[config.mk]
export PLATFORM = sky130hd
export DESIGN_NAME = lvds_rx_phase_align_deser
export DESIGN_NICKNAME = d
export VERILOG_FILES = /design/src/pkg/lvds_rx_pkg.sv /design/src/hw/rx_sync_fifo.sv /design/src/hw/lvds_rx_phase_align_deser.sv
export VERILOG_INCLUDE_DIRS = /design/src /design/src/pkg
export SDC_FILE = /design/constraint.sdc
export NUM_CORES = 1
export LEC_CHECK = 0
export BUFFER_PORTS_ARGS = -buffer_cell sky130_fd_sc_hd__buf_2
export CAP_MARGIN = 20
export CORE_ASPECT_RATIO = 0.75
export CORE_UTILIZATION = 56
export DETAILED_ROUTE_END_ITERATION = 8
export PLACE_DENSITY = 0.82
export REMOVE_ABC_BUFFERS = 1
export SLEW_MARGIN = 20
export SYNTH_ARGS = -nofsm -noshare
export SYNTH_HDL_FRONTEND = slang
export SYNTH_HIERARCHICAL = 1
export SYNTH_SLANG_ARGS = --single-unit
[constraint.sdc]
create_clock -name sys_clk -period 3.3 [get_ports sys_clk]
set_input_delay 0.495 -clock sys_clk [delete_from_list [all_inputs] [get_ports sys_clk]]
set_output_delay 0.495 -clock sys_clk [all_outputs]
set_load 0.005 [all_outputs]
[src/pkg/lvds_rx_defs.svh]
// Register map, field positions, reset values and counts of the receive channel.
// Assumes a 32-bit classic Wishbone slave with byte addresses.
`ifndef LVDS_RX_DEFS_SVH
`define LVDS_RX_DEFS_SVH

// ----------------------------------------
// Register byte addresses
// ----------------------------------------
`define ADDR_CONFIG 8'h00
`define ADDR_CONTROL 8'h04
`define ADDR_STATUS 8'h08
`define ADDR_DATA 8'h0c

// ----------------------------------------
// Config fields
// ----------------------------------------
`define CFG_MODE_LSB 0
`define CFG_FACTOR_LSB 4
`define CFG_ROLL_LSB 8
`define CFG_EDGE_BIT 12
`define CFG_HOLD_BIT 13
`define CFG_RESET 32'h0000_0881
`define CFG_WMASK 32'h0000_3fff

// ----------------------------------------
// Control and status fields
// ----------------------------------------
`define CTL_SLIP_BIT 0
`define CTL_CHRST_BIT 1
`define CTL_FIFORST_BIT 2
`define STS_LOCK_BIT 0
`define STS_ROLL_BIT 1
`define STS_PHASE_LSB 4
`define STS_SLIP_LSB 8

// ----------------------------------------
// Sizes and counts
// ----------------------------------------
`define PHASE_COUNT 8
`define PHASE_HALF 3'h4
`define TRAIN_REPEATS 9'd256
`define FIFO_DEPTH 3'd6
`define FIFO_FILL 3'd3
`define WORD_MAX 10
`define DELAY_MAX 11

`endif

[src/pkg/lvds_rx_pkg.sv]
// Types shared by the receive channel and its synchroniser.
// Assumes lvds_rx_defs.svh for the numeric constants.
package lvds_rx_pkg;

  typedef enum logic [2:0] {
    MODE_NO_ALIGN = 3'b000,
    MODE_ALIGN = 3'b001,
    MODE_SOFT_RECOVERY = 3'b010,
    MODE_BYPASS_DDR = 3'b011,
    MODE_BYPASS_SDR = 3'b100
  } rx_mode_type;

  typedef logic [2:0] phase_type;
  typedef logic [9:0] word_type;

endpackage

[src/hw/rx_sync_fifo.sv]
// One bit wide, six deep synchroniser between chosen phase and serial clock.
// Assumes one write and, once primed, one read per sys_clk edge.
`timescale 1ns/1ps
`include "lvds_rx_defs.svh"

module rx_sync_fifo
(
  input wire logic sys_clk,
  input wire logic clear,
  input wire logic wr_en,
  input wire logic wr_bit,
  output logic rd_bit,
  output logic rd_valid
);
  import lvds_rx_pkg::*;

  // ----------------------------------------
  // Storage and pointers
  // ----------------------------------------
  logic [5:0] mem_q;
  logic [2:0] wr_ptr_q;
  logic [2:0] rd_ptr_q;
  logic primed_q;
  wire [2:0] wr_ptr_nxt = (wr_ptr_q == `FIFO_DEPTH - 3'd1) ? 3'd0 : wr_ptr_q + 3'd1;
  wire [2:0] rd_ptr_nxt = (rd_ptr_q == `FIFO_DEPTH - 3'd1) ? 3'd0 : rd_ptr_q + 3'd1;
  // Reads trail writes by half the depth: only phase, never rate, is absorbed
  wire rd_en = primed_q & wr_en;

  always_ff @(posedge sys_clk)
  begin
    if (clear)
    begin
      mem_q <= 6'h00;
      wr_ptr_q <= 3'd0;
      rd_ptr_q <= 3'd0;
      primed_q <= 1'b0;
      rd_bit <= 1'b0;
      rd_valid <= 1'b0;
    end
    else
    begin
      if (wr_en)
      begin
        mem_q[wr_ptr_q] <= wr_bit;
        wr_ptr_q <= wr_ptr_nxt;
      end
      if (wr_en && wr_ptr_q == `FIFO_FILL - 3'd1)
        primed_q <= 1'b1;
      if (rd_en)
        rd_ptr_q <= rd_ptr_nxt;
      rd_bit <= mem_q[rd_ptr_q];
      rd_valid <= rd_en;
    end
  end

endmodule

[src/hw/lvds_rx_phase_align_deser.sv]
// Receive channel: phase aligner, synchroniser, bit-slip realigner, deserialiser.
// Assumes eight oversampled phases of each serial bit arrive per sys_clk edge,
// and a classic Wishbone master on the same clock.
//
// Decided for this implementation: the placing of the registers and the Wishbone register port.
`timescale 1ns/1ps
`include "lvds_rx_defs.svh"

module lvds_rx_phase_align_deser
(
  input wire logic sys_clk,
  input wire logic rst_n,
  input wire logic [7:0] rx_samples,
  input wire logic wb_cyc_i,
  input wire logic wb_stb_i,
  input wire logic wb_we_i,
  input wire logic [7:0] wb_adr_i,
  input wire logic [3:0] wb_sel_i,
  input wire logic [31:0] wb_dat_i,
  output logic [31:0] wb_dat_o,
  output logic wb_ack_o,
  output lvds_rx_pkg::word_type rx_word,
  output logic rx_word_valid,
  output logic rx_par_clk,
  output logic rx_lock,
  output lvds_rx_pkg::phase_type rx_phase,
  output logic rx_rollover
);
  import lvds_rx_pkg::*;

  // ----------------------------------------
  // Decoding helpers
  // ----------------------------------------
  function automatic logic [3:0] first_edge(input logic [7:0] s);
    logic [3:0] r;
    r = 4'h0;
    for (int i = 0; i < `PHASE_COUNT; i++)
    begin
      if (!r[3] && (s[i] != s[(i + 1) % `PHASE_COUNT]))
        r = {1'b1, 3'(i)};
    end
    return r;
  endfunction

  function automatic logic [9:0] word_mask(input logic [3:0] factor);
    logic [9:0] m;
    m = 10'h000;
    for (int i = 0; i < `WORD_MAX; i++)
    begin
      if (4'(i) < factor)
        m[i] = 1'b1;
    end
    return m;
  endfunction

  // ----------------------------------------
  // Pin synchroniser
  // ----------------------------------------
  logic [7:0] samp_meta_q;
  logic [7:0] samp_q;

  always_ff @(posedge sys_clk)
  begin
    samp_meta_q <= rx_samples;
    samp_q <= samp_meta_q;
  end

  // ----------------------------------------
  // Registers
  // ----------------------------------------
  logic [31:0] cfg_q;
  logic slip_req_q;
  logic chrst_q;
  logic fiforst_q;
  logic [9:0] word_q;

  wire bus_req = wb_cyc_i & wb_stb_i & ~wb_ack_o;
  wire bus_wr = bus_req & wb_we_i;
  wire hit_cfg = (wb_adr_i == `ADDR_CONFIG);
  wire hit_ctl = (wb_adr_i == `ADDR_CONTROL);
  wire hit_sts = (wb_adr_i == `ADDR_STATUS);
  wire hit_dat = (wb_adr_i == `ADDR_DATA);
  wire [31:0] lane_mask = {{8{wb_sel_i[3]}}, {8{wb_sel_i[2]}}, {8{wb_sel_i[1]}}, {8{wb_sel_i[0]}}};
  wire [31:0] cfg_d = ((cfg_q & ~lane_mask) | (wb_dat_i & lane_mask)) & `CFG_WMASK;
  wire ctl_wr = bus_wr & hit_ctl & wb_sel_i[0];

  rx_mode_type mode;
  assign mode = rx_mode_type'(cfg_q[`CFG_MODE_LSB +: 3]);
  wire [3:0] factor = cfg_q[`CFG_FACTOR_LSB +: 4];
  wire [3:0] roll_point = cfg_q[`CFG_ROLL_LSB +: 4];
  wire edge_sel = cfg_q[`CFG_EDGE_BIT];
  wire hold = cfg_q[`CFG_HOLD_BIT];
  wire aligning = (mode == MODE_ALIGN) | (mode == MODE_SOFT_RECOVERY);
  wire bypass = (mode == MODE_BYPASS_DDR) | (mode == MODE_BYPASS_SDR);

  // ----------------------------------------
  // Phase aligner
  // ----------------------------------------
  phase_type phase_q;
  logic [8:0] stable_cnt_q;
  logic locked_once_q;
  logic first_lock_q;

  wire [3:0] edge_info = first_edge(samp_q);
  wire edge_found = edge_info[3];
  // Sample opposite the edge: worst offset is one phase step
  wire [2:0] target = edge_info[2:0] + `PHASE_HALF;
  wire [2:0] phase_diff = target - phase_q;
  wire step_up = (phase_diff < `PHASE_HALF);
  wire move = aligning & edge_found & ~hold & (target != phase_q);
  wire chan_clear = ~rst_n | chrst_q;
  wire lock_now = aligning & edge_found & ~rx_lock & (stable_cnt_q == `TRAIN_REPEATS - 9'd1);

  always_ff @(posedge sys_clk)
  begin
    if (chan_clear)
    begin
      phase_q <= 3'd0;
      stable_cnt_q <= 9'd0;
      rx_lock <= 1'b0;
      locked_once_q <= 1'b0;
    end
    else if (move)
    begin
      // One adjacent step at a time, so any step ends lock
      phase_q <= step_up ? phase_q + 3'd1 : phase_q - 3'd1;
      stable_cnt_q <= 9'd0;
      rx_lock <= 1'b0;
    end
    else if (aligning & edge_found & ~rx_lock)
    begin
      stable_cnt_q <= stable_cnt_q + 9'd1;
      if (lock_now)
      begin
        rx_lock <= 1'b1;
        locked_once_q <= 1'b1;
      end
    end
  end

  always_ff @(posedge sys_clk)
  begin
    if (chan_clear)
      first_lock_q <= 1'b0;
    else
      first_lock_q <= lock_now & ~locked_once_q;
  end

  // ----------------------------------------
  // Sampling and synchroniser
  // ----------------------------------------
  wire fixed_bit = edge_sel ? samp_q[4] : samp_q[0];
  wire chosen_bit = aligning ? samp_q[phase_q] : fixed_bit;
  wire fifo_bit;
  wire fifo_valid;
  wire fifo_clear = ~rst_n | first_lock_q | fiforst_q;

  rx_sync_fifo rx_sync_fifo_inst
  (
    .sys_clk(sys_clk),
    .clear(fifo_clear),
    .wr_en(mode == MODE_ALIGN),
    .wr_bit(chosen_bit),
    .rd_bit(fifo_bit),
    .rd_valid(fifo_valid)
  );

  // Soft recovery shifts straight from the chosen phase
  wire stream_bit = (mode == MODE_ALIGN) ? fifo_bit : chosen_bit;
  wire stream_valid = (mode == MODE_ALIGN) ? fifo_valid : ~bypass;

  // ----------------------------------------
  // Realigner
  // ----------------------------------------
  logic [10:0] dly_q;
  logic [3:0] slip_cnt_q;
  logic slip_seen_q;

  wire [3:0] tap = slip_cnt_q - 4'd1;
  wire aligned_bit = (slip_cnt_q == 4'd0) ? stream_bit : dly_q[tap];
  logic [3:0] bit_cnt_q;
  wire word_end = (bit_cnt_q == factor - 4'd1) | (bit_cnt_q >= 4'(`WORD_MAX - 1));
  wire tick = bypass | (stream_valid & word_end);
  // Sampled once per parallel period; a long high level is one edge
  wire slip_rise = tick & ~bypass & slip_req_q & ~slip_seen_q;
  wire [3:0] slip_next = slip_cnt_q + 4'd1;
  // Rollover point below the factor cannot slip through a word
  wire roll_event = slip_rise & (slip_next >= roll_point);

  always_ff @(posedge sys_clk)
  begin
    if (~rst_n)
    begin
      dly_q <= 11'h000;
      slip_cnt_q <= 4'd0;
      slip_seen_q <= 1'b0;
      rx_rollover <= 1'b0;
    end
    else
    begin
      if (stream_valid)
        dly_q <= {dly_q[9:0], stream_bit};
      if (tick)
      begin
        slip_seen_q <= slip_req_q;
        rx_rollover <= roll_event;
      end
      if (roll_event)
        slip_cnt_q <= 4'd0;
      else if (slip_rise && slip_next <= 4'(`DELAY_MAX))
        slip_cnt_q <= slip_next;
    end
  end

  // ----------------------------------------
  // Deserialiser and bypass capture
  // ----------------------------------------
  logic [9:0] sreg_q;
  wire [9:0] shifted = {sreg_q[8:0], aligned_bit};
  wire [9:0] ddr_word = {8'h00, samp_q[0], samp_q[4]};
  // Single rate has no capture register; the output flop follows the two pin synchroniser stages
  wire [9:0] sdr_word = {9'h000, samp_q[0]};
  wire [9:0] par_word = (mode == MODE_BYPASS_DDR) ? ddr_word : (mode == MODE_BYPASS_SDR) ? sdr_word :
    (shifted & word_mask(factor));
  wire [3:0] half_factor = {1'b0, factor[3:1]};

  always_ff @(posedge sys_clk)
  begin
    if (~rst_n)
    begin
      sreg_q <= 10'h000;
      bit_cnt_q <= 4'd0;
      word_q <= 10'h000;
      rx_word_valid <= 1'b0;
      rx_par_clk <= 1'b0;
    end
    else
    begin
      if (stream_valid)
      begin
        sreg_q <= shifted;
        bit_cnt_q <= word_end ? 4'd0 : bit_cnt_q + 4'd1;
      end
      if (tick)
        word_q <= par_word;
      rx_word_valid <= tick;
      rx_par_clk <= ~bypass & (bit_cnt_q < half_factor);
    end
  end

  assign rx_word = word_q;
  assign rx_phase = phase_q;

  // ----------------------------------------
  // Wishbone slave
  // ----------------------------------------
  wire [31:0] status_word = {20'h00000, slip_cnt_q, 1'b0, phase_q, 2'b00, rx_rollover, rx_lock};
  wire [31:0] read_word = hit_cfg ? cfg_q : hit_sts ? status_word : hit_dat ? {22'h000000, word_q} :
    32'h0000_0000;

  always_ff @(posedge sys_clk)
  begin
    if (~rst_n)
    begin
      cfg_q <= `CFG_RESET;
      slip_req_q <= 1'b0;
      chrst_q <= 1'b0;
      fiforst_q <= 1'b0;
      wb_ack_o <= 1'b0;
      wb_dat_o <= 32'h0000_0000;
    end
    else
    begin
      wb_ack_o <= bus_req;
      wb_dat_o <= bus_req ? read_word : 32'h0000_0000;
      if (bus_wr && hit_cfg)
        cfg_q <= cfg_d;
      if (ctl_wr)
        slip_req_q <= wb_dat_i[`CTL_SLIP_BIT];
      chrst_q <= ctl_wr & wb_dat_i[`CTL_CHRST_BIT];
      fiforst_q <= ctl_wr & wb_dat_i[`CTL_FIFORST_BIT];
    end
  end

endmodule

==> load_flow_metrics.sql <==
INSERT INTO impl_metrics (metric_group, metric, value, unit) VALUES
('synthesis', 'synth-warning-count', '6', ''),
('clocking', 'ctsHtreeMaxLevel', '4', ''),
('clocking', 'cts_made_buffers', '17', ''),
('floorplanning', 'row_count', '31', ''),
('clocking', 'clk_latency', '420', 'ps'),
('pwr', 'p_leak', '2.701', 'nW'),
('placed_design', 'post-dp-hpwl', '9276', 'µm'),
('finish', 'layout-drive-gt1-share', '19.13', '%'),
('synthesis', 'synth-seq-cells', '120', ''),
('timing', 'post-route-min-period', '3161', 'ps'),
('synthesis', 'async_reset_ff_share', '0', '%'),
('floorplanning', 'design.portCount', '107', ''),
('global_routing', 'grt.met2_usage', '43.64', '%'),
('routing', 'route.detailed.wl_per_inst', '16.14', 'µm'),
('floorplanning', 'fp.dieArea', '10550', 'µm²'),
('worst_setup_path', 'worst-setup-path-type', 'reg -> reg', ''),
('worst_setup_path', 'worst_setup_path_end_kind', 'flip-flop', ''),
('timing', 'fin_crit_sh', '95.78', '%'),
('synthesis', 'synth_cells', '636', ''),
('global_routing', 'globalRouteOverflowTotal', '0', ''),
('timing', 'timing.max_slew.rel_slack', '26.91', '%'),
('global_routing', 'globalRouteTotalUtil', '26.84', '%'),
('routing', 'drt-pass1-iter-count', '5', ''),
('synthesis', 'average_cell_area_after_synthesis', '8.930', 'µm²'),
('job', 'max_cap_violations', '0', ''),
('routing', 'drt_drc_violations_left', '0', ''),
('clocking', 'clk_transition_reported_paths', '50', 'ps'),
('worst_setup_path', 'cp_max_stage_cell', 'dfxtp_2', ''),
('synthesis', 'yosys_most_used_dff', 'dfxtp_1', ''),
('worst_setup_path', 'crit_path_max_fanout', '10', ''),
('routing', 'drt_wl_total', '13620', 'µm'),
('routing', 'routed_via_density', '5.688', ''),
('finish', 'layout.cells.most_common', 'dfxtp_1', ''),
('timing', 'clock.fmax', '0.3164', 'GHz'),
('worst_setup_path', 'worst_setup_path_start_kind', 'flip-flop', ''),
('global_routing', 'grt_start_max_net_pins', '38', ''),
('timing', 'worst_slew_pin_slew', '1088', 'ps'),
('status', 'status', 'finished clean', ''),
('finish', 'layoutNonFillerInstCount', '844', ''),
('floorplanning', 'dieHeight', '89.21', 'µm'),
('worst_setup_path', 'critPathRequiredTime', '3610', 'ps'),
('timing', 'hold-worst-slack', '172.8', 'ps'),
('global_routing', 'met1_usage_in_global_routing', '33.41', '%'),
('floorplanning', 'chipWidth', '118.3', 'µm'),
('global_routing', 'groute.layer.met3.usage', '7.589', '%'),
('placed_design', 'port_buffers', '68', ''),
('floorplanning', 'floorplan.initialDensity', '58.33', '%'),
('placed_design', 'placedInstanceArea', '6032', 'µm²'),
('global_routing', 'first_global_vias', '4475', ''),
('pwr', 'vdd_ir_drop_max', '0.4424', 'mV'),
('global_routing', 'antenna_found_initial', '1', ''),
('global_routing', 'global_route_wire_length_before_repair', '21700', 'µm'),
('synthesis', 'number_of_enable_type_register_cells_in_the_synthesized_netlist', '0', ''),
('clocking', 'cts_tree', 'done', ''),
('clocking', 'cts_root_buf', 'clkbuf_16', ''),
('clocking', 'clockBufferDepth', '2', ''),
('clocking', 'cts_num_sinks', '120', ''),
('routing', 'drt_first_iter_violations', '463', ''),
('timing', 'setup_viol', '0', ''),
('pwr', 'cellPowerDensity', '579.2', 'nW/µm²'),
('synthesis', 'syn_area', '5679', 'µm²'),
('finish', 'final_cell_area', '6661', 'µm²'),
('placed_design', 'post-place-cells', '810', ''),
('timing', 'finClkSkew', '6.337', 'ps'),
('worst_setup_path', 'worst_ep_arrival_time', '3470', 'ps'),
('clocking', 'cts_hold_buffers', '0', ''),
('timing', 'final.setup.tns', '0', 'ps'),
('worst_hold_path', 'timing.hold.worst.class', 'in -> reg', ''),
('routing', 'routed-via-count', '4801', ''),
('timing', 'finalMaxSlewViolations', '0', ''),
('placed_design', 'globalplace.congestion', '0.8788', ''),
('finish', 'finalNetCount', '774', ''),
('finish', 'area_grow_syn2layout', '17.29', '%'),
('synthesis', 'synth.yosys.seq_area_share', '42.30', '%'),
('timing', 'final_hold_viol_count', '0', ''),
('finish', 'mostFrequentLayoutCells', 'dfxtp_1 (114), nand2_1 (79), buf_2 (68)', ''),
('synthesis', 'count_of_different_cell_masters_after_synthesis', '60', ''),
('worst_setup_path', 'path_cells', 'nand4_1 > a2bb2oi_1 > o21ai_1 > ha_1 > a21oi_2 > xor2_1 > fa_2 > inv_1 > or3_1 > mux2i_1 > nor4_1 > a211o_1', ''),
('finish', 'utilization', '68.42', '%'),
('floorplanning', 'fp.coreArea', '9736', 'µm²'),
('worst_setup_path', 'crit_path_max_incr_delay', '460', 'ps'),
('routing', 'detail-route-antenna-nets', '0', ''),
('global_routing', 'grt_peak_use_layer', 'met2', '');
-- critical path, delay by kind of cell (launching register included) --
kind,cells,cell delay [ps]
AOI/OAI and AO/OA,4,880
and+or+nand+nor,3,640
DFF,1,460
buffers and inverters,1,80
xor gates and xnor gates,1,220
adders and majority gates,2,560
muxes,1,210
-- report_power, final --
group          internal [W]  switching (W)  total, W
Sequential          0.00150      0.0000643   0.00156
Clock               0.00113       0.000695   0.00183
Combinational      0.000218       0.000253  0.000471
Total               0.00285        0.00101   0.00386
-- cells by family (layout without fill, tap and decap cells) --
family / count (synthesis) / count (layout) / share of synthesized area, %
compound gates: 110 / 110 / 12.91
mux: 36 / 36 / 7.579
other cells: 1 / 19 / 0.06603
buf+inv: 73 / 131 / 6.389
simple gates: 250 / 250 / 22.27
flops: 120 / 120 / 42.30
xor+xnor: 27 / 27 / 4.164
fa+ha+maj: 19 / 19 / 4.318
-- synthesized netlist by cell type, types with 9 or more instances --
master / number / area (µm²)
dfxtp_1: 120 / 2402
nand2_1: 79 / 296.5
nor2_1: 62 / 232.7
mux2i_1: 31 / 310.3
a21oi_1: 27 / 135.1
a21boi_0: 23 / 172.7
clkbuf_1: 21 / 78.83
inv_1: 21 / 78.83
buf_4: 19 / 142.6
nor2b_1: 19 / 118.9
ha_1: 18 / 225.2
o21ai_0: 18 / 90.09
xor2_1: 17 / 148.9
nand3_1: 12 / 60.06
and3_1: 11 / 68.82
xnor2_1: 10 / 87.58
a211oi_1: 9 / 67.56
and2_1: 9 / 56.30
nand2b_1: 9 / 56.30
nand4_1: 9 / 56.30
nor3_1: 9 / 45.04
-- metrics by stage --
step	total power [W]	setup WS, ps
finish	0.003859	139.2
global route	0.003985	-8.845
CTS	0.003836	44.00
detailed placement	0.002015	-183.9
global placement	0.001985	127.7
floorplan	0.001868	308.0
-- worst paths after layout --
path	start	endpoint	slack [ps]	cells past startpoint
max	samp_q[4]	rx_phase[2]	140	12
min	rx_samples[1]	samp_meta_q[1]	170	1
max reg2reg	samp_q[4]	rx_phase[2]	140	12
min reg2reg	samp_meta_q[0]	samp_q[0]	330	0
-- metal layers --
layer / up-vias / wire length [µm]
li1: 2274 / -
met1: 2235 / 5955
met2: 254 / 6107
met3: 38 / 1261
met4: 0 / 297
met5: - / 0
-- what timing repair did --
| item | CTS | global route |
|---|---|---|
| buffers inserted | 0 | 1 |
| setup endpoints to repair | 1 | 1 |
| resized for setup | 3 | 8 |
| pin swaps | 0 | 1 |
-- cell type report --
cell class                 instances  area, µm²
clock buffer                      18      439.2
clock inverter                    14      151.4
fill                             724       3074
tap                              132      165.2
timing repair buffer              78      415.4
sequential                       120       2410
multi-input combinational        460       2999
inverter                          21      78.83
antenna                            1      2.502
Power figures use the tool's default switching activity.
